**src/rtl/afda_pkg.sv**
```systemverilog
// Shared constants, types and decode functions of the datapath.
// Assumes a single clock domain; every user imports the whole package.
package afda_pkg;

	// ----------------------------------------------------------------
	// Widths and counts
	// ----------------------------------------------------------------
	localparam int unsigned ADDR_W  = 12;
	localparam int unsigned DATA_W  = 8;
	localparam int unsigned FLAGS_W = 5;
	localparam int unsigned NPTR    = 3;
	localparam int unsigned BANK_W  = 4;

	// ----------------------------------------------------------------
	// APB register byte offsets
	// ----------------------------------------------------------------
	localparam logic [7:0] OFS_FLAGS = 8'h00;
	localparam logic [7:0] OFS_ACC   = 8'h04;
	localparam logic [7:0] OFS_BANK  = 8'h08;
	localparam logic [7:0] OFS_PTR0  = 8'h0C;
	localparam logic [7:0] OFS_PTR1  = 8'h10;
	localparam logic [7:0] OFS_PTR2  = 8'h14;
	localparam logic [7:0] OFS_CFG   = 8'h18;
	localparam logic [7:0] OFS_STAT  = 8'h1C;

	// ----------------------------------------------------------------
	// Flag bit positions and reset values
	// ----------------------------------------------------------------
	localparam int unsigned FL_C  = 0;
	localparam int unsigned FL_DC = 1;
	localparam int unsigned FL_Z  = 2;
	localparam int unsigned FL_OV = 3;
	localparam int unsigned FL_N  = 4;
	localparam int unsigned CFG_EXT = 0;

	localparam logic [4:0]  FLAGS_RST = 5'h00;
	localparam logic [7:0]  ACC_RST   = 8'h00;
	localparam logic [3:0]  BANK_RST  = 4'h0;
	localparam logic [11:0] PTR_RST   = 12'h000;
	localparam logic        CFG_RST   = 1'b0;

	// ----------------------------------------------------------------
	// Data-space map of the core's own registers
	// ----------------------------------------------------------------
	localparam logic [11:0] SFR_PTR_BASE  = 12'hFC0;
	localparam logic [11:0] SFR_PTR_TOP   = 12'hFC5;
	localparam logic [11:0] SFR_VIRT_BASE = 12'hFD0;
	localparam logic [11:0] SFR_VIRT_TOP  = 12'hFE7;
	localparam logic [11:0] SFR_FLAGS     = 12'hFF0;
	localparam logic [11:0] SFR_ACC       = 12'hFF1;
	localparam logic [11:0] SFR_BANK      = 12'hFF2;
	localparam logic [7:0]  ACCESS_SPLIT  = 8'h80;
	localparam logic [3:0]  ACCESS_HI_PG  = 4'hF;
	localparam logic [3:0]  ACCESS_LO_PG  = 4'h0;
	localparam logic [7:0]  IDX_LIMIT     = 8'h5F;

	// ----------------------------------------------------------------
	// Types
	// ----------------------------------------------------------------
	typedef enum logic [3:0] {
		OP_NOP, OP_ADD, OP_SUB, OP_ADDL, OP_SUBL, OP_AND, OP_IOR, OP_XOR,
		OP_MOVF, OP_CLR, OP_RLC, OP_RRC, OP_STORE, OP_MOVL, OP_LJMP
	} afda_op_e;

	typedef enum logic [2:0] {IND_PLAIN, IND_AFTER_ACCESS_INCREMENT, IND_AFTER_ACCESS_DECREMENT, IND_BEFORE_ACCESS_INCREMENT, IND_ACCUMULATOR_OFFSET_OPERAND} afda_ind_e;
	typedef enum logic [2:0] {SEL_RAM, SEL_FLAGS, SEL_ACC, SEL_BANK, SEL_PTR_LO, SEL_PTR_HI} afda_sel_e;
	typedef enum logic [1:0] {ST_IDLE, ST_EXEC, ST_WRITE} afda_state_e;

	// Which flags an operation may change; all others are left alone.
	function automatic logic [4:0] afda_flag_mask(input afda_op_e op);
		case (op)
			OP_ADD, OP_SUB, OP_ADDL, OP_SUBL: afda_flag_mask = 5'h1F;
			OP_AND, OP_IOR, OP_XOR, OP_MOVF:  afda_flag_mask = 5'h14;
			OP_CLR:                           afda_flag_mask = 5'h04;
			OP_RLC, OP_RRC:                   afda_flag_mask = 5'h17;
			default:                          afda_flag_mask = 5'h00;
		endcase
	endfunction

	function automatic logic afda_is_literal(input afda_op_e op);
		afda_is_literal = (op == OP_ADDL) || (op == OP_SUBL) || (op == OP_MOVL) ||
			(op == OP_NOP) || (op == OP_LJMP);
	endfunction

endpackage

```
**src/rtl/afda_alu_if.sv**
```systemverilog
// Operand and result bundle between the addressing core and its ALU.
// Assumes one clock domain; the bundle is purely combinational.
`timescale 1ns/1ns
`default_nettype none
interface afda_alu_if;
	import afda_pkg::*;
	afda_op_e   op;
	logic [7:0] a;
	logic [7:0] b;
	logic       carry_in;
	logic [7:0] result;
	logic [4:0] flags;
	logic [4:0] mask;
	modport core (output op, a, b, carry_in, input result, flags, mask);
	modport alu  (input op, a, b, carry_in, output result, flags, mask);
endinterface
`default_nettype wire

```
**src/rtl/afda_alu.sv**
```systemverilog
// Combinational 8-bit ALU: result, candidate flags and the mask of touched flags.
// Assumes the caller merges the masked flags into the flag register.
`timescale 1ns/1ns
`default_nettype none
module afda_alu (
	afda_alu_if.alu bus // Operands in, result and flags out.
);
	import afda_pkg::*;

	logic [7:0] b_eff;
	logic       cin;
	logic [8:0] sum;
	logic [4:0] low;
	logic [7:0] res;
	logic       c;
	logic       dc;
	logic       ov;

	always_comb begin
		b_eff = bus.b;
		cin   = 1'b0;
		sum   = 9'h000;
		low   = 5'h00;
		res   = bus.a;
		c     = 1'b0;
		dc    = 1'b0;
		ov    = 1'b0;
		case (bus.op)
			OP_ADD, OP_ADDL, OP_SUB, OP_SUBL: begin
				// Subtraction adds the two's complement, so both carries read as not-borrow.
				if (bus.op == OP_SUB || bus.op == OP_SUBL) begin
					b_eff = ~bus.b;
					cin   = 1'b1;
				end
				sum = {1'b0, bus.a} + {1'b0, b_eff} + {8'h00, cin};
				low = {1'b0, bus.a[3:0]} + {1'b0, b_eff[3:0]} + {4'h0, cin};
				res = sum[7:0];
				dc  = low[4];
				c   = sum[8];
				ov  = (bus.a[7] == b_eff[7]) && (res[7] != bus.a[7]);
			end
			OP_AND:   res = bus.a & bus.b;
			OP_IOR:   res = bus.a | bus.b;
			OP_XOR:   res = bus.a ^ bus.b;
			OP_CLR:   res = 8'h00;
			OP_STORE: res = bus.b;
			OP_RLC: begin
				res = {bus.a[6:0], bus.carry_in};
				c   = bus.a[7];
				dc  = bus.a[3];
			end
			OP_RRC: begin
				res = {bus.carry_in, bus.a[7:1]};
				c   = bus.a[0];
				dc  = bus.a[4];
			end
			default: res = bus.a;
		endcase
	end

	assign bus.result = res;
	assign bus.flags  = {res[7], ov, (res == 8'h00), dc, c};
	assign bus.mask   = afda_flag_mask(bus.op);

endmodule
`default_nettype wire

```
**src/rtl/afda_core.sv**
```systemverilog
// Flag register, operand addressing and write-back of the 8-bit datapath, with an APB slave.
// Assumes a decoder offering one instruction at a time and a RAM with combinational reads.
//
// Contract
// - flag target takes flag effects, not result (the code loads result bits 4..0 when the operation's flag mask is zero)
// - clearing flags sets zero, keeps others
// - flag bits 7..5 read as zero
// - sign flag copies result bit 7
// - wrap flag marks signed overflow
// - nil flag set on zero result
// - half carry from bit 3 carry
// - full carry from bit 7 carry
// - subtract by adding two's complement
// - rotate loads half carry from bit 4/3 (the code takes bit 3 on a left rotate and bit 4 on a right rotate)
// - rotate loads carry from MSB/LSB
// - four modes; indexed only with extended bit
// - long jump carries 20-bit target
// - file address is opcode low byte
// - access bit 1 uses bank pointer
// - access bit 0 maps access bank
// - full 12-bit address ignores bank
// - destination bit picks file or accumulator
// - no destination bit uses implicit target
// - pointers mapped in register space
// - indirect operands update or offset pointer
// - pointer is twelve bits, two halves
// - post increment, post decrement, pre increment
// - pointer carries across halves, flags untouched
// - indirect address ignores bank and access
//
// The address map and the APB register port were left to the implementer.
`timescale 1ns/1ns
`default_nettype none
module afda_core
	import afda_pkg::*;
#(
	parameter int unsigned N_PTR = NPTR
) (
	input  wire logic              pclk,           // APB and core clock.
	input  wire logic              presetn,        // Asynchronous reset, active low.
	input  wire logic              psel,           // APB select.
	input  wire logic              penable,        // APB access phase.
	input  wire logic              pwrite,         // APB direction, high for write.
	input  wire logic [7:0]        paddr,          // APB byte address.
	input  wire logic [31:0]       pwdata,         // APB write data.
	output logic      [31:0]       prdata,         // APB read data.
	output logic                   pready,         // APB ready.
	output logic                   pslverr,        // APB error on unmapped address.
	input  wire logic              instr_valid,    // Decoder offers an instruction.
	output logic                   instr_ready,    // Core can take an instruction.
	input  wire afda_pkg::afda_op_e instr_op,      // Operation.
	input  wire logic [7:0]        instr_file,     // Opcode low byte: file address or literal.
	input  wire logic              instr_access,   // Access-select bit.
	input  wire logic              instr_dest,     // Destination bit.
	input  wire logic              instr_has_dest, // Instruction carries a destination bit.
	input  wire logic              instr_impl_file,// Implicit target is the file register.
	input  wire logic              instr_full,     // Instruction embeds a full data address.
	input  wire logic [11:0]       instr_full_addr,// Embedded full data address.
	input  wire logic [11:0]       instr_jump_hi,  // Upper target bits of a long jump.
	output logic                   instr_done,     // Instruction finished.
	output logic                   jump_valid,     // Long jump target is presented.
	output logic      [19:0]       jump_target,    // Long jump program address.
	output logic      [11:0]       mem_addr,       // Data RAM address.
	output logic                   mem_re,         // Data RAM read.
	output logic                   mem_we,         // Data RAM write.
	output logic      [7:0]        mem_wdata,      // Data RAM write data.
	input  wire logic [7:0]        mem_rdata       // Data RAM read data.
);
	import afda_pkg::*;

	// ----------------------------------------------------------------
	// State
	// ----------------------------------------------------------------
	afda_state_e state;
	logic [4:0]  flags;
	logic [7:0]  acc;
	logic [3:0]  bank;
	logic [11:0] ptr [N_PTR];
	logic        ext_en;
	afda_op_e    op_q;
	logic [7:0]  lit_q;
	logic        wr_file_q;
	afda_sel_e   sel_q;
	logic [1:0]  sel_idx_q;
	logic [11:0] next_addr;
	logic [11:0] raw_addr;
	logic        virt_hit;
	logic [1:0]  virt_idx;
	afda_ind_e   virt_kind;
	logic [11:0] virt_ptr;
	logic [11:0] next_ptr_val;
	logic        take;
	logic [7:0]  src;
	logic        wr_acc;
	logic        flag_target;
	logic        apb_wr;
	logic        apb_hit;
	logic [7:0]  rd_mux;

	afda_alu_if alu_bus ();
	afda_alu u_alu (.bus(alu_bus));

	// Which core register, if any, a data address names.
	function automatic afda_sel_e sfr_sel(input logic [11:0] a);
		if (a == SFR_FLAGS)
			sfr_sel = SEL_FLAGS;
		else if (a == SFR_ACC)
			sfr_sel = SEL_ACC;
		else if (a == SFR_BANK)
			sfr_sel = SEL_BANK;
		else if (a >= SFR_PTR_BASE && a <= SFR_PTR_TOP)
			sfr_sel = a[0] ? SEL_PTR_HI : SEL_PTR_LO;
		else
			sfr_sel = SEL_RAM;
	endfunction

	assign instr_ready = (state == ST_IDLE);
	assign take        = instr_valid && instr_ready;

	// ----------------------------------------------------------------
	// Address formation
	// ----------------------------------------------------------------
	always_comb begin
		if (instr_full)
			raw_addr = instr_full_addr;
		else if (ext_en && !instr_access && instr_file <= IDX_LIMIT)
			raw_addr = ptr[2] + {4'h0, instr_file};
		else if (instr_access)
			raw_addr = {bank, instr_file};
		else if (instr_file >= ACCESS_SPLIT)
			raw_addr = {ACCESS_HI_PG, instr_file};
		else
			raw_addr = {ACCESS_LO_PG, instr_file};
	end

	// Each pointer owns eight virtual operands; the first five select a mode, the last three act as the plain one.
	always_comb begin
		virt_hit  = (raw_addr >= SFR_VIRT_BASE) && (raw_addr <= SFR_VIRT_TOP);
		virt_idx  = 2'(raw_addr[4:3] - SFR_VIRT_BASE[4:3]);
		virt_kind = IND_PLAIN;
		if (virt_hit && raw_addr[2:0] <= 3'd4)
			virt_kind = afda_ind_e'(raw_addr[2:0]);
		virt_ptr  = ptr[virt_idx];
		next_ptr_val = virt_ptr;
		next_addr = raw_addr;
		if (virt_hit) begin
			case (virt_kind)
				IND_AFTER_ACCESS_INCREMENT: begin
					next_addr    = virt_ptr;
					next_ptr_val = virt_ptr + 12'h001;
				end
				IND_AFTER_ACCESS_DECREMENT: begin
					next_addr    = virt_ptr;
					next_ptr_val = virt_ptr - 12'h001;
				end
				IND_BEFORE_ACCESS_INCREMENT: begin
					next_addr    = virt_ptr + 12'h001;
					next_ptr_val = virt_ptr + 12'h001;
				end
				IND_ACCUMULATOR_OFFSET_OPERAND:   next_addr = virt_ptr + {{4{acc[7]}}, acc};
				default:     next_addr = virt_ptr;
			endcase
		end
	end

	// ----------------------------------------------------------------
	// Sequencer and latched instruction
	// ----------------------------------------------------------------
	always_ff @(posedge pclk or negedge presetn) begin
		if (!presetn) begin
			state <= ST_IDLE;
		end else begin
			case (state)
				ST_IDLE:  if (take) state <= ST_EXEC;
				ST_EXEC:  state <= ST_WRITE;
				ST_WRITE: state <= ST_IDLE;
				default:  state <= ST_IDLE;
			endcase
		end
	end

	always_ff @(posedge pclk or negedge presetn) begin
		if (!presetn) begin
			op_q      <= OP_NOP;
			lit_q     <= 8'h00;
			wr_file_q <= 1'b0;
			sel_q     <= SEL_RAM;
			sel_idx_q <= 2'b00;
			mem_addr  <= 12'h000;
			mem_re    <= 1'b0;
		end else if (take) begin
			op_q      <= instr_op;
			lit_q     <= instr_file;
			// The destination bit chooses, otherwise the opcode fixes the target.
			wr_file_q <= !afda_is_literal(instr_op) &&
				(instr_has_dest ? instr_dest : instr_impl_file);
			sel_q     <= sfr_sel(next_addr);
			sel_idx_q <= next_addr[2:1];
			mem_addr  <= next_addr;
			mem_re    <= !afda_is_literal(instr_op) && (sfr_sel(next_addr) == SEL_RAM);
		end else if (state == ST_EXEC) begin
			mem_re    <= 1'b0;
		end
	end

	always_ff @(posedge pclk or negedge presetn) begin
		if (!presetn) begin
			jump_valid  <= 1'b0;
			jump_target <= 20'h00000;
		end else begin
			jump_valid <= take && (instr_op == OP_LJMP);
			if (take && instr_op == OP_LJMP)
				jump_target <= {instr_jump_hi, instr_file};
		end
	end

	// ----------------------------------------------------------------
	// Execute
	// ----------------------------------------------------------------
	always_comb begin
		case (sel_q)
			SEL_FLAGS:  src = {3'b000, flags};
			SEL_ACC:    src = acc;
			SEL_BANK:   src = {4'h0, bank};
			SEL_PTR_LO: src = ptr[sel_idx_q][7:0];
			SEL_PTR_HI: src = {4'h0, ptr[sel_idx_q][11:8]};
			default:    src = mem_rdata;
		endcase
	end

	assign alu_bus.op       = op_q;
	assign alu_bus.a        = afda_is_literal(op_q) ? lit_q : src;
	assign alu_bus.b        = acc;
	assign alu_bus.carry_in = flags[FL_C];

	assign wr_acc      = !wr_file_q && (op_q != OP_NOP) && (op_q != OP_LJMP);
	assign flag_target = wr_file_q && (sel_q == SEL_FLAGS);

	always_ff @(posedge pclk or negedge presetn) begin
		if (!presetn) begin
			mem_we     <= 1'b0;
			mem_wdata  <= 8'h00;
			instr_done <= 1'b0;
		end else begin
			mem_we     <= (state == ST_EXEC) && wr_file_q && (sel_q == SEL_RAM);
			instr_done <= (state == ST_EXEC);
			if (state == ST_EXEC)
				mem_wdata <= alu_bus.result;
		end
	end

	// ----------------------------------------------------------------
	// Register file
	// ----------------------------------------------------------------
	assign apb_wr  = psel && penable && pwrite && pready && !pslverr;

	always_ff @(posedge pclk or negedge presetn) begin
		if (!presetn) begin
			flags <= FLAGS_RST;
		end else if (state == ST_EXEC && flag_target && alu_bus.mask == 5'h00) begin
			flags <= alu_bus.result[4:0];
		end else if (state == ST_EXEC) begin
			// A flag destination keeps only the operation's flag effects.
			flags <= (flags & ~alu_bus.mask) | (alu_bus.flags & alu_bus.mask);
		end else if (apb_wr && paddr == OFS_FLAGS) begin
			flags <= pwdata[4:0];
		end
	end

	always_ff @(posedge pclk or negedge presetn) begin
		if (!presetn) begin
			acc <= ACC_RST;
		end else if (state == ST_EXEC && (wr_acc || (wr_file_q && sel_q == SEL_ACC))) begin
			acc <= alu_bus.result;
		end else if (apb_wr && paddr == OFS_ACC) begin
			acc <= pwdata[7:0];
		end
	end

	always_ff @(posedge pclk or negedge presetn) begin
		if (!presetn) begin
			bank <= BANK_RST;
		end else if (state == ST_EXEC && wr_file_q && sel_q == SEL_BANK) begin
			bank <= alu_bus.result[3:0];
		end else if (apb_wr && paddr == OFS_BANK) begin
			bank <= pwdata[3:0];
		end
	end

	// Pointer updates happen when the instruction is taken, so a pre-increment already
	// addresses the new value; direct writes land in the execute cycle.
	always_ff @(posedge pclk or negedge presetn) begin
		if (!presetn) begin
			for (int i = 0; i < N_PTR; i++)
				ptr[i] <= PTR_RST;
		end else begin
			for (int i = 0; i < N_PTR; i++) begin
				if (take && virt_hit && virt_idx == 2'(i) && !afda_is_literal(instr_op))
					ptr[i] <= next_ptr_val;
				else if (state == ST_EXEC && wr_file_q && sel_idx_q == 2'(i) && sel_q == SEL_PTR_LO)
					ptr[i][7:0] <= alu_bus.result;
				else if (state == ST_EXEC && wr_file_q && sel_idx_q == 2'(i) && sel_q == SEL_PTR_HI)
					ptr[i][11:8] <= alu_bus.result[3:0];
				else if (apb_wr && paddr == 8'(OFS_PTR0 + 8'(4 * i)))
					ptr[i] <= pwdata[11:0];
			end
		end
	end

	always_ff @(posedge pclk or negedge presetn) begin
		if (!presetn)
			ext_en <= CFG_RST;
		else if (apb_wr && paddr == OFS_CFG)
			ext_en <= pwdata[CFG_EXT];
	end

	// ----------------------------------------------------------------
	// APB slave
	// ----------------------------------------------------------------
	assign apb_hit = (paddr == OFS_FLAGS) || (paddr == OFS_ACC) || (paddr == OFS_BANK) ||
		(paddr == OFS_PTR0) || (paddr == OFS_PTR1) || (paddr == OFS_PTR2) ||
		(paddr == OFS_CFG) || (paddr == OFS_STAT);

	// Writes wait for an idle core so software never races an instruction in flight.
	assign pready  = !pwrite || (instr_ready && !instr_valid);
	assign pslverr = psel && penable && pready && !apb_hit;

	always_comb begin
		case (paddr)
			OFS_FLAGS: rd_mux = {3'b000, flags};
			OFS_ACC:   rd_mux = acc;
			OFS_BANK:  rd_mux = {4'h0, bank};
			OFS_CFG:   rd_mux = {7'h00, ext_en};
			OFS_STAT:  rd_mux = {6'h00, mem_re, !instr_ready};
			default:   rd_mux = 8'h00;
		endcase
	end

	always_ff @(posedge pclk or negedge presetn) begin
		if (!presetn) begin
			prdata <= 32'h00000000;
		end else if (psel && !penable && !pwrite) begin
			if (paddr == OFS_PTR0)
				prdata <= {20'h00000, ptr[0]};
			else if (paddr == OFS_PTR1)
				prdata <= {20'h00000, ptr[1]};
			else if (paddr == OFS_PTR2)
				prdata <= {20'h00000, ptr[2]};
			else
				prdata <= {24'h000000, rd_mux};
		end
	end

endmodule
`default_nettype wire

```
**config.mk**
```make
export PLATFORM = sky130hd
export DESIGN_NAME = afda_core
export DESIGN_NICKNAME = d
export VERILOG_FILES = /design/src/rtl/afda_pkg.sv /design/src/rtl/afda_alu_if.sv /design/src/rtl/afda_alu.sv /design/src/rtl/afda_core.sv
export SDC_FILE = /design/constraint.sdc
export NUM_CORES = 1
export LEC_CHECK = 0
export BUFFER_PORTS_ARGS = -buffer_cell sky130_fd_sc_hd__buf_2
export CORE_MARGIN = 10
export CORE_UTILIZATION = 48
export CTS_CLUSTER_SIZE = 24
export DETAILED_ROUTE_END_ITERATION = 8
export PLACE_DENSITY = 0.69
export SETUP_SLACK_MARGIN = 0.3
export SLEW_MARGIN = 25
export SYNTH_ARGS = -nofsm -noshare
export SYNTH_HDL_FRONTEND = slang
export SYNTH_SLANG_ARGS = --single-unit
```
**constraint.sdc**
```tcl
create_clock -name pclk -period 7.2 [get_ports pclk]
set_input_delay 2.16 -clock pclk [delete_from_list [all_inputs] [get_ports pclk]]
set_output_delay 2.16 -clock pclk [all_outputs]
set_load 0.1 [all_outputs]
```
[Yosys cells after proc, flatten, opt, wreduce, memory -nomap -nowiden]
Memory sizes are Yosys's and may differ from the RTL's.
Index checks and enable logic that the tools add are counted.
Cells by class
  div/mod/pow operators: 0
  magnitude comparators: 9
  add/subtract/negate cells: 9
  bitwise gates (word level): 10
  equal/unequal tests: 51
  muxes and demuxes: 65
  multipliers: 0
  reduce and logical (&&, ||, !) cells: 108
  shift operators: 0
Operators with widths (count)
  $mux 12: 19
  $mux 8: 11
  $pmux 8 s5: 2
  $pmux 8 s8: 1
  $logic_and 1x1->1: 52
  $bmux 12 s2: 2
  $pmux 12 s2: 2
  $eq 12x12->1 const B: 3
  $eq 4x4->1 const B: 8
  $eq 8x5->1 const B: 4
  $mux 4: 8
  $ge 12x12->1 const B: 2
  $le 12x12->1 const B: 2
  $reduce_bool 3->1: 7
  $eq 4x3->1 const B: 5
  $logic_or 1x1->1: 18
  $mux 3: 6
  $eq 8x4->1 const B: 2
  $logic_not 8->1: 2
  $mux 5: 3
  $add 12x1->12 const B: 1
  $add 12x12->12: 1
  $add 12x8->12: 1
  $eq 3x2->1 const B: 4
  other kinds (45): 86
Storage, ports and cells
  memories: 1
  latch bits: 0
  word-level logic and storage cells: 277
  input bits: 95
  bits in writable memories: 0
  output and inout port bits: 79
  flip-flop bits (word level): 150
  bits in read-only memories: 80
Memory list
  (no name shown): depth 16, width 5, read ports 1, clocked after Yosys merged registers in 0, write ports 0, line afda_pkg.sv:71  | case (op)

[Depth between registers and ports, before layout]
Gate-level depths: netlist of run 1.
  depth after elaboration: 23
  mapped depth: 24
  gate-level depth less buffers: 23

[Hierarchy]
A second synthesis of run 1 with hierarchy kept.
Unflattened totals
  cell total of the unflattened synthesis: 1432
  area, all modules: 11728.7 µm²
By module, submodules not included
  afda_core: instances 1, sequential area each 3203.1 µm², cells each 1201, area each 10137.2 µm²
  afda_alu: instances 1, sequential area each 0.0 µm², cells each 231, area each 1591.5 µm²

[Worst setup path before layout of run 1]
OpenSTA, ideal clock, no wires.
  path kind: input to output
  start: input port instr_valid
  end: output port pslverr
  path slack: -1130 ps
  stages on the path: 3
  required time: 5040 ps
  arrival time: 6170 ps
  buffers on the path: 0
  path through: o31ai_1 -> and3_1 -> nor2b_1
Between the ends
  longest elaborated chain between the ends: 5
RTL lines
  start, declared: line afda_core.sv:49  | input wire logic instr_valid,
  $logic_not 1->1: line afda_core.sv:325  | assign pready = !pwrite || (instr_ready && !instr_valid);
  $logic_and 1x1->1: line afda_core.sv:325
  $logic_or 1x1->1: line afda_core.sv:325
  $logic_and 1x1->1 (2 in series): line afda_core.sv:326  | assign pslverr = psel && penable && pready && !apb_hit;
  end, declared: line afda_core.sv:48  | output logic pslverr,
Every way passes these cells.

[Final worst setup path of run 1]
  start: input port instr_file[7]
  end: register mem_re
Between the ends
  longest elaborated chain between the ends: 22
  elaborated cells between the ends (all ways): 40
  classes of those cells: add/sub: 4; order compare: 7; eq/ne: 5; mux: 17; bitwise: 1; reduce/logical: 6
RTL lines
  start, declared: line afda_core.sv:52  | input wire logic [7:0] instr_file,
  $le 8x7->1 / $ge 8x8->1 (equally long branches): line afda_core.sv:126, afda_core.sv:130
  $logic_and 1x1->1 / $mux 12 (equally long branches): line afda_core.sv:126, afda_core.sv:130
  $mux 12 *: line afda_core.sv:126  | else if (ext_en && !instr_access && instr_file <= IDX_LIMIT)
  $mux 12 *: line afda_core.sv:124  | if (instr_full)
  $sub 2x2->2 / $mux 12 (equally long branches): line afda_core.sv:139, afda_core.sv:124
  $not 2->3 (not written as such) (tied with other cells): line afda_core.sv:143  | virt_ptr = ptr[virt_idx];
  $bmux 12 s2 / $logic_and 1x1->1 (equally long branches): line afda_core.sv:143, afda_core.sv:138
  $mux 12 (not written as such) / $logic_and 1x1->1 (equally long branches): line afda_core.sv:143, afda_core.sv:141
  (+6 left out)
  $mux 3: line afda_core.sv:111  | else if (a >= SFR_PTR_BASE && a <= SFR_PTR_TOP)
  $mux 3: line afda_core.sv:109  | else if (a == SFR_BANK)
  $mux 3: line afda_core.sv:107  | else if (a == SFR_ACC)
  $mux 3 *: line afda_core.sv:105  | if (a == SFR_FLAGS)
  $mux 3 *: line afda_core.sv:191  | end else if (take) begin
  $logic_not 3->1 *: line afda_core.sv:200  | mem_re <= !afda_is_literal(instr_op) && (sfr_sel(next_addr) == SEL_RAM);
  $logic_and 1x1->1 *: line afda_core.sv:200
  $mux 1 *: line afda_core.sv:191
  end signal, assigned: line afda_core.sv:200
  end, declared: line afda_core.sv:64  | output logic mem_re,
Mark *: on every way between the ends. The rest lies on a longest branch, timed or not. The select of a mux whose other input is x is not followed.
A chain may end at the register's enable or synchronous reset.

==> results of run 1 <==
-- final timing paths --
path	from	end	slack, ns	cells after the start
hold reg to reg	mem_wdata[7]	mem_wdata[7]	0.47	2
hold / removal	mem_wdata[7]	mem_wdata[7]	0.47	2
min in group asynchronous	presetn	mem_wdata[5]	1.74	1
max in group asynchronous	presetn	jump_target[13]	4.23	2
setup / recovery	instr_file[7]	mem_re	0.51	21
setup reg to reg	sel_q[2]	flip-flop	1.62	16
-- registers in the layout, summed over array words and instances (netlist names), 8 cells and up, named ones only --
register     count
mem_addr        12
acc              8
lit_q            8
ptr             36
jump_target     20
mem_wdata        8
prdata          12
-- what timing repair did --
item / CTS / global route
pin swaps: 0 / 4
resized for setup: 1 / 20
setup buffers: 0 / 2
endpoints found under the setup margin: 2 / 5
-- worst reg2reg max path, stage by stage (launching register included) --
cell and delay, ns:
dfrtp_1 0.69, nor2b_1 0.75, a32oi_1 0.35, o31ai_1 0.76
a21oi_1 0.22, fa_1 0.45, nor2b_1 0.12, o21ai_0 0.08
nand2b_1 0.16, a21o_1 0.18, a21oi_1 0.10, xnor2_1 0.19
o31ai_1 0.09, o22ai_1 0.13, a32oi_1 0.33, or4_1 0.61
o32ai_1 0.25
-- final cells by class --
| class | count | share of cell area, % |
|---|---|---|
| clock buffer | 18 | 3.19 |
| tap | 319 | 2.97 |
| multi-input combinational | 1172 | 57.4 |
| timing repair buffer | 207 | 9.14 |
| inverter | 71 | 1.98 |
| clock inverter | 14 | 1.52 |
| sequential | 128 | 23.8 |
-- per-layer routing --
metal  vias to the layer above  part of all wire, %  track usage [%]
met2                       815                   42             43.2
met1                      5883                   41             39.0
met5                         -                    0                0
li1                       5594                    -                -
met3                       132                   12             6.70
met4                         0                  4.9             14.4
-- through the flow --
stage                     instance area [sq um]  power (mW)
after floorplan                           11500        2.78
after global placement                    12700        3.41
after detailed placement                  12700        3.44
after CTS                                 13300        4.42
after global routing                      13400        4.69
final                                     13400        4.48
-- cell families (layout without fill, tap and decap cells) --
logic type / Yosys count / after routing
AOI/OAI and AO/OA: 485 / 485
xor gates and xnor gates: 39 / 39
adders and majority gates: 48 / 48
buffers and inverters: 173 / 310
DFF: 128 / 128
muxes: 95 / 95
other: 1 / 20
and+or+nand+nor: 485 / 485
-- layout by cell type (no fill, tap or decap), types with 45 or more instances in the layout --
cell type,netlist,routed
nand2_1,165,165
o21ai_0,150,147
buf_2,6,132
nor2_1,133,131
dfrtp_1,128,128
a21oi_1,107,106
buf_4,20,74
inv_1,63,63
nand3_1,50,50
mux2_2,46,46
mux2i_1,46,45
ha_1,45,45
-- power by group --
part           total (mW)  switching, mW  internal, mW
Clock               0.984          0.396         0.588
Sequential           1.08          0.224         0.857
Combinational        2.41           1.72         0.691
==> reports/results.ini, run 1 <==
[place]
post-dp-hpwl_microns = 35200
globalplace.congestion = 1.04
port_buffers = 133
dp_cells = 1895
place_ws_ns = -0.159

[setup_path]
path_buf_inv = 2
worstSetupStartpointType = primary input
crit_family = compound AO/OA/AOI/OAI gates
critPathRequiredTime_ns = 7.51
cp_data_arrival_time_ns = 7.00
crit_slowest_cell = nor3_1
critPathMostFrequentCell = o21a_1
worstSetupPathType = primary input to flip-flop
crit_path_end_kind = flip-flop
crit_fanout = 8
cp_cell_sequence = buf_2, or3b_4, nor3_1, o311a_4, a211oi_4, a32oi_4, inv_1, ha_1, fa_1, a211oi_1, nor2_1, o21a_1, o21a_1, o21a_1, nor2_1, xnor2_1, a221oi_1, a21oi_1, nand4_1, or3_4, a211o_1
max_stage_delay_ns = 0.52

[sta]
post-route-period-util_pct = 92.9
rsz0062_at_grt = no
slew_headroom_pct = 31.3
fmax_mhz = 149
final_max_slew_viol_count = 0
hold_violations = 0
setup-tns-final_ns = 0
worstMarginPinSlew_ns = 1.03
setup_viol_count_final = 0
clock_skew_ns = 0.0110
layout_setup_ws_ns = 0.508
min_period_ns = 6.69
whs_ns = 0.468

[logic_synthesis]
ys_types = 98
synth_compound_area_share_pct = 28.1
synth_area_sq_um = 11500
avgSynthCellArea_sq_um = 7.88
synth_edf_count = 0
postSynthCellCount = 1454
synthDominantCellAreaShare_pct = 28.0
synthTopCellsByCount = nand2_1, o21ai_0, nor2_1
ys_warn_count = 0
ys_ff_latch = 128
synthMuxAreaShare_pct = 9.03
synth.most_common_cell = nand2_1
yosysSeqAreaShare_pct = 28.0
async_flop_share_pct = 100
yosysTopAreaCell = dfrtp_1
synth_area_leaders = dfrtp_1, o21ai_0, nand2_1
synth_top_family_by_area = compound AO/OA/AOI/OAI gates
yosys.area_share.adder_pct = 5.44
synthSimpleGateAreaFrac_pct = 20.0
synth_flop_cell = dfrtp_1
synthXorXnorAreaFrac_pct = 2.98

[floorplan]
die_w_microns = 175
coreArea_sq_um = 23500
initial_core_util_pct = 48.8
ios = 174
die_h_microns = 175
rows = 56
dieArea_sq_um = 30500

[final_layout]
regArea_sq_um = 3200
area_growth_pct = 17.3
num-fill-cells = 2198
final_cells = 1929
fin_util_pct = 57.2
finalNetCount = 1740
diodes = 0
drive_gt1_share_pct = 20.9
multi_input_area_sq_um = 7710

[flow_run]
drv_cap = 0

[routing]
firstDrtPassIters = 6
wirelength_microns = 46000
viasPerCell = 6.44
drc_errors = 0
via_count = 12400
wl_per_cell_microns = 23.9
antenna_left = 0
drt_iter0_drc = 1519

[clock_tree]
cts.sinks = 128
cts_buffers = 17
cts_root_buffer = clkbuf_16
ctsHoldBuffers = 0
clock_latency_ns = 0.43
cts.htree.levels = 4
path_clk_slew_ns = 0.06
clock_path_buffers = 2
cts_tree = yes

[global_route]
grt_first_pass_wirelength_microns = 70000
grt_use_total_pct = 29.1
antenna_found_initial = 1
grt_overflow = 0
grt_max_degree = 72
grt_pass1_vias = 11800

[power_and_ir_drop]
power_density_nw_per_um2 = 333
leakagePower_nw = 6.00
max-vdd-ir-drop_v = 0.000252

[outcome]
status = finished, final reports clean

[worst_hold_path]
worstHoldPathType = flip-flop to flip-flop

Note: power is estimated with default switching activity, not from simulation.
==> inputs of run 2 (changes only) <==
--- a/config.mk
+++ b/config.mk
@@ -15,4 +15,5 @@
 export SLEW_MARGIN = 25
 export SYNTH_ARGS = -nofsm -noshare
 export SYNTH_HDL_FRONTEND = slang
+export SYNTH_HIERARCHICAL = 1
 export SYNTH_SLANG_ARGS = --single-unit
==> run 2 against run 1 <==
Against the previous run:
- maximum frequency shrank 2.7%
- via count fell by 0.85%
- critical path depth fell by 1
- register-to-register slack worse by 0.13 ns
- critical path type unchanged
- hold slack improved by 0.0044 ns
- wire length decreased by 1.7%
- largest power group unchanged
- sequential share of layout area down 0.82 points
- synthesized cell count decreased by 1.5%
- worst setup slack lost 0.18 ns
- clock-buffer cell count down 1
==> reports/results.ini, run 2 <==
[routing]
wirelength_microns = 45300
viasPerCell = 6.37
antenna_left = 0
firstDrtPassIters = 6
drt_iter0_drc = 1519
wl_per_cell_microns = 23.4
drc_errors = 0
via_count = 12300

[final_layout]
drive_gt1_share_pct = 25.5
diodes = 0
area_growth_pct = 18.6
largest_reg_flops = 36
finalNetCount = 1742
top_register = ptr
top_regs = ptr (36), jump_target (20)
final_common_cell = nand2_1
design_area_sq_um = 13900
num-fill-cells = 2243
final_cell_mix = nand2_1, buf_2, dfrtp_1

[power_and_ir_drop]
leakagePower_nw = 6.09
max-vdd-ir-drop_v = 0.000266
power_density_nw_per_um2 = 325

[global_route]
top_usage_layer = met2
grt_pass1_vias = 11600
grt_overflow = 0
grt_max_degree = 79
grt_use_total_pct = 28.0
use_met1_pct = 37.0
antenna_found_initial = 0
met2_usage_pct = 41.8
grt_first_pass_wirelength_microns = 68400
globalRouteMet3Util_pct = 6.92

[logic_synthesis]
synth_area_sq_um = 11700
synthTopCellsByCount = nand2_1, dfrtp_1, nor2_1
avgSynthCellArea_sq_um = 8.19
synth.most_common_cell = nand2_1
synthDominantCellAreaShare_pct = 27.3
ys_ff_latch = 128
synth_area_leaders = dfrtp_1, mux2_2, nand2_1
ys_types = 102
async_flop_share_pct = 100
synth_flop_cell = dfrtp_1
synth_edf_count = 0
yosysTopAreaCell = dfrtp_1
yosysSeqAreaShare_pct = 27.3
postSynthCellCount = 1432
ys_warn_count = 6

[setup_path]
worstSetupStartpointType = primary input
crit_fanout = 6
cp_data_arrival_time_ns = 7.21
critPathMostFrequentCell = ha_1
crit_path_end_kind = flip-flop
max_stage_delay_ns = 0.59
critPathRequiredTime_ns = 7.54
crit_family = compound AO/OA/AOI/OAI gates
worstSetupPathType = primary input to flip-flop
crit_slowest_cell = or4b_4
cp_cell_sequence = buf_2, ha_1, nand3_2, a2111oi_4, o41a_4, buf_6, mux2i_2, a2bb2oi_2, inv_2, ha_1, a21oi_2, o211ai_1, o41ai_2, xnor2_1, a22oi_1, a31oi_1, a41oi_2, or4b_4, or3_4, o31ai_4
path_buf_inv = 3

[clock_tree]
path_clk_slew_ns = 0.07
cts.sinks = 128
clock_latency_ns = 0.43
cts_tree = yes
clock_path_buffers = 2
cts_buffers = 17
cts.htree.levels = 4
cts_root_buffer = clkbuf_16

[floorplan]
coreArea_sq_um = 24200
rows = 57
dieArea_sq_um = 31100
die_h_microns = 176
initial_core_util_pct = 48.5
ios = 174
die_w_microns = 176

[sta]
min_period_ns = 6.88
rsz0062_at_grt = yes
final_max_slew_viol_count = 0
slew_headroom_pct = 28.9
clock_skew_ns = 0.0131
worstMarginPinSlew_ns = 1.06
post-route-period-util_pct = 95.5
hold_violations = 0
setup_viol_count_final = 0
whs_ns = 0.472
setup-tns-final_ns = 0
fmax_mhz = 145

[worst_hold_path]
worstHoldPathType = flip-flop to flip-flop

[place]
port_buffers = 133
place_area_sq_um = 13200
globalplace.congestion = 1.01
post-dp-hpwl_microns = 34200

[flow_run]
drv_cap = 0

[outcome]
status = finished, final reports clean

run 2: power by group:
group	switching [mW]	internal, mW
logic	1.80	0.799
clock network	0.403	0.492
registers	0.177	0.848
run 2: cells by family (layout without fill, tap and decap cells):
logic type	after synthesis	after routing	synth area share (%)
simple gates	480	480	19.8
compound gates	442	442	25.6
buf+inv	164	322	6.48
mux	129	129	12.4
flops	128	128	27.3
fa+ha+maj	51	51	5.63
xor+xnor	37	37	2.83
other cells	1	20	0.0320
run 2: area by class of cell:
type | count | area [sq um] | share of cell area, %
Multi-Input combinational cell | 1159 | 8060 | 58.0
Sequential cell | 128 | 3200 | 23.0
Timing Repair Buffer | 232 | 1440 | 10.3
Clock buffer | 17 | 425 | 3.06
Tap cell | 324 | 405 | 2.91
Inverter | 58 | 219 | 1.57
Clock inverter | 15 | 161 | 1.16
run 2: path summary, 6_finish.rpt:
| path | end | cells after the start | from | slack [ns] |
|---|---|---|---|---|
| setup reg to reg | sel_q[0] | 19 | ptr[1] | 1.49 |
| max in group asynchronous | wr_file_q | 2 | presetn | 4.31 |
| setup / recovery | sel_q[0] | 20 | instr_file[1] | 0.32 |
| min in group asynchronous | jump_target[17] | 1 | presetn | 1.72 |
| hold / removal | prdata[6] | 2 | prdata[6] | 0.47 |
| hold reg to reg | prdata[6] | 2 | prdata[6] | 0.47 |
run 2: through the flow:
step                      power [mW]  instances  util (%)  setup WS, ns
after floorplan                 2.87       1451         -         0.310
after global placement          3.51       1899      54.5       -0.0249
after detailed placement        3.55       1899      54.5       -0.0658
after CTS                       4.46       1931      56.9         0.323
after global routing            4.75       1933      57.5         0.194
final                           4.52       1933      57.5         0.324
run 2: timing repair:
action                                  4_1_cts  5_1_grt
resized for setup                             1       27
pin swaps                                     0       23
endpoints found under the setup margin        1        4
setup buffers                                 0        2
hold buffers                                  0        0
run 2: worst min-delay path, stage by stage, from the launching register on:
cell and delay [ns]:
dfrtp_1 0.34, nand2_1 0.04, o21ai_0 0.06
run 2: layer usage:
metal / routed length, microns / share of wire (%)
met1: 18600 / 41
met2: 19600 / 43
met3: 4760 / 11
met4: 2320 / 5.1
met5: 0 / 0
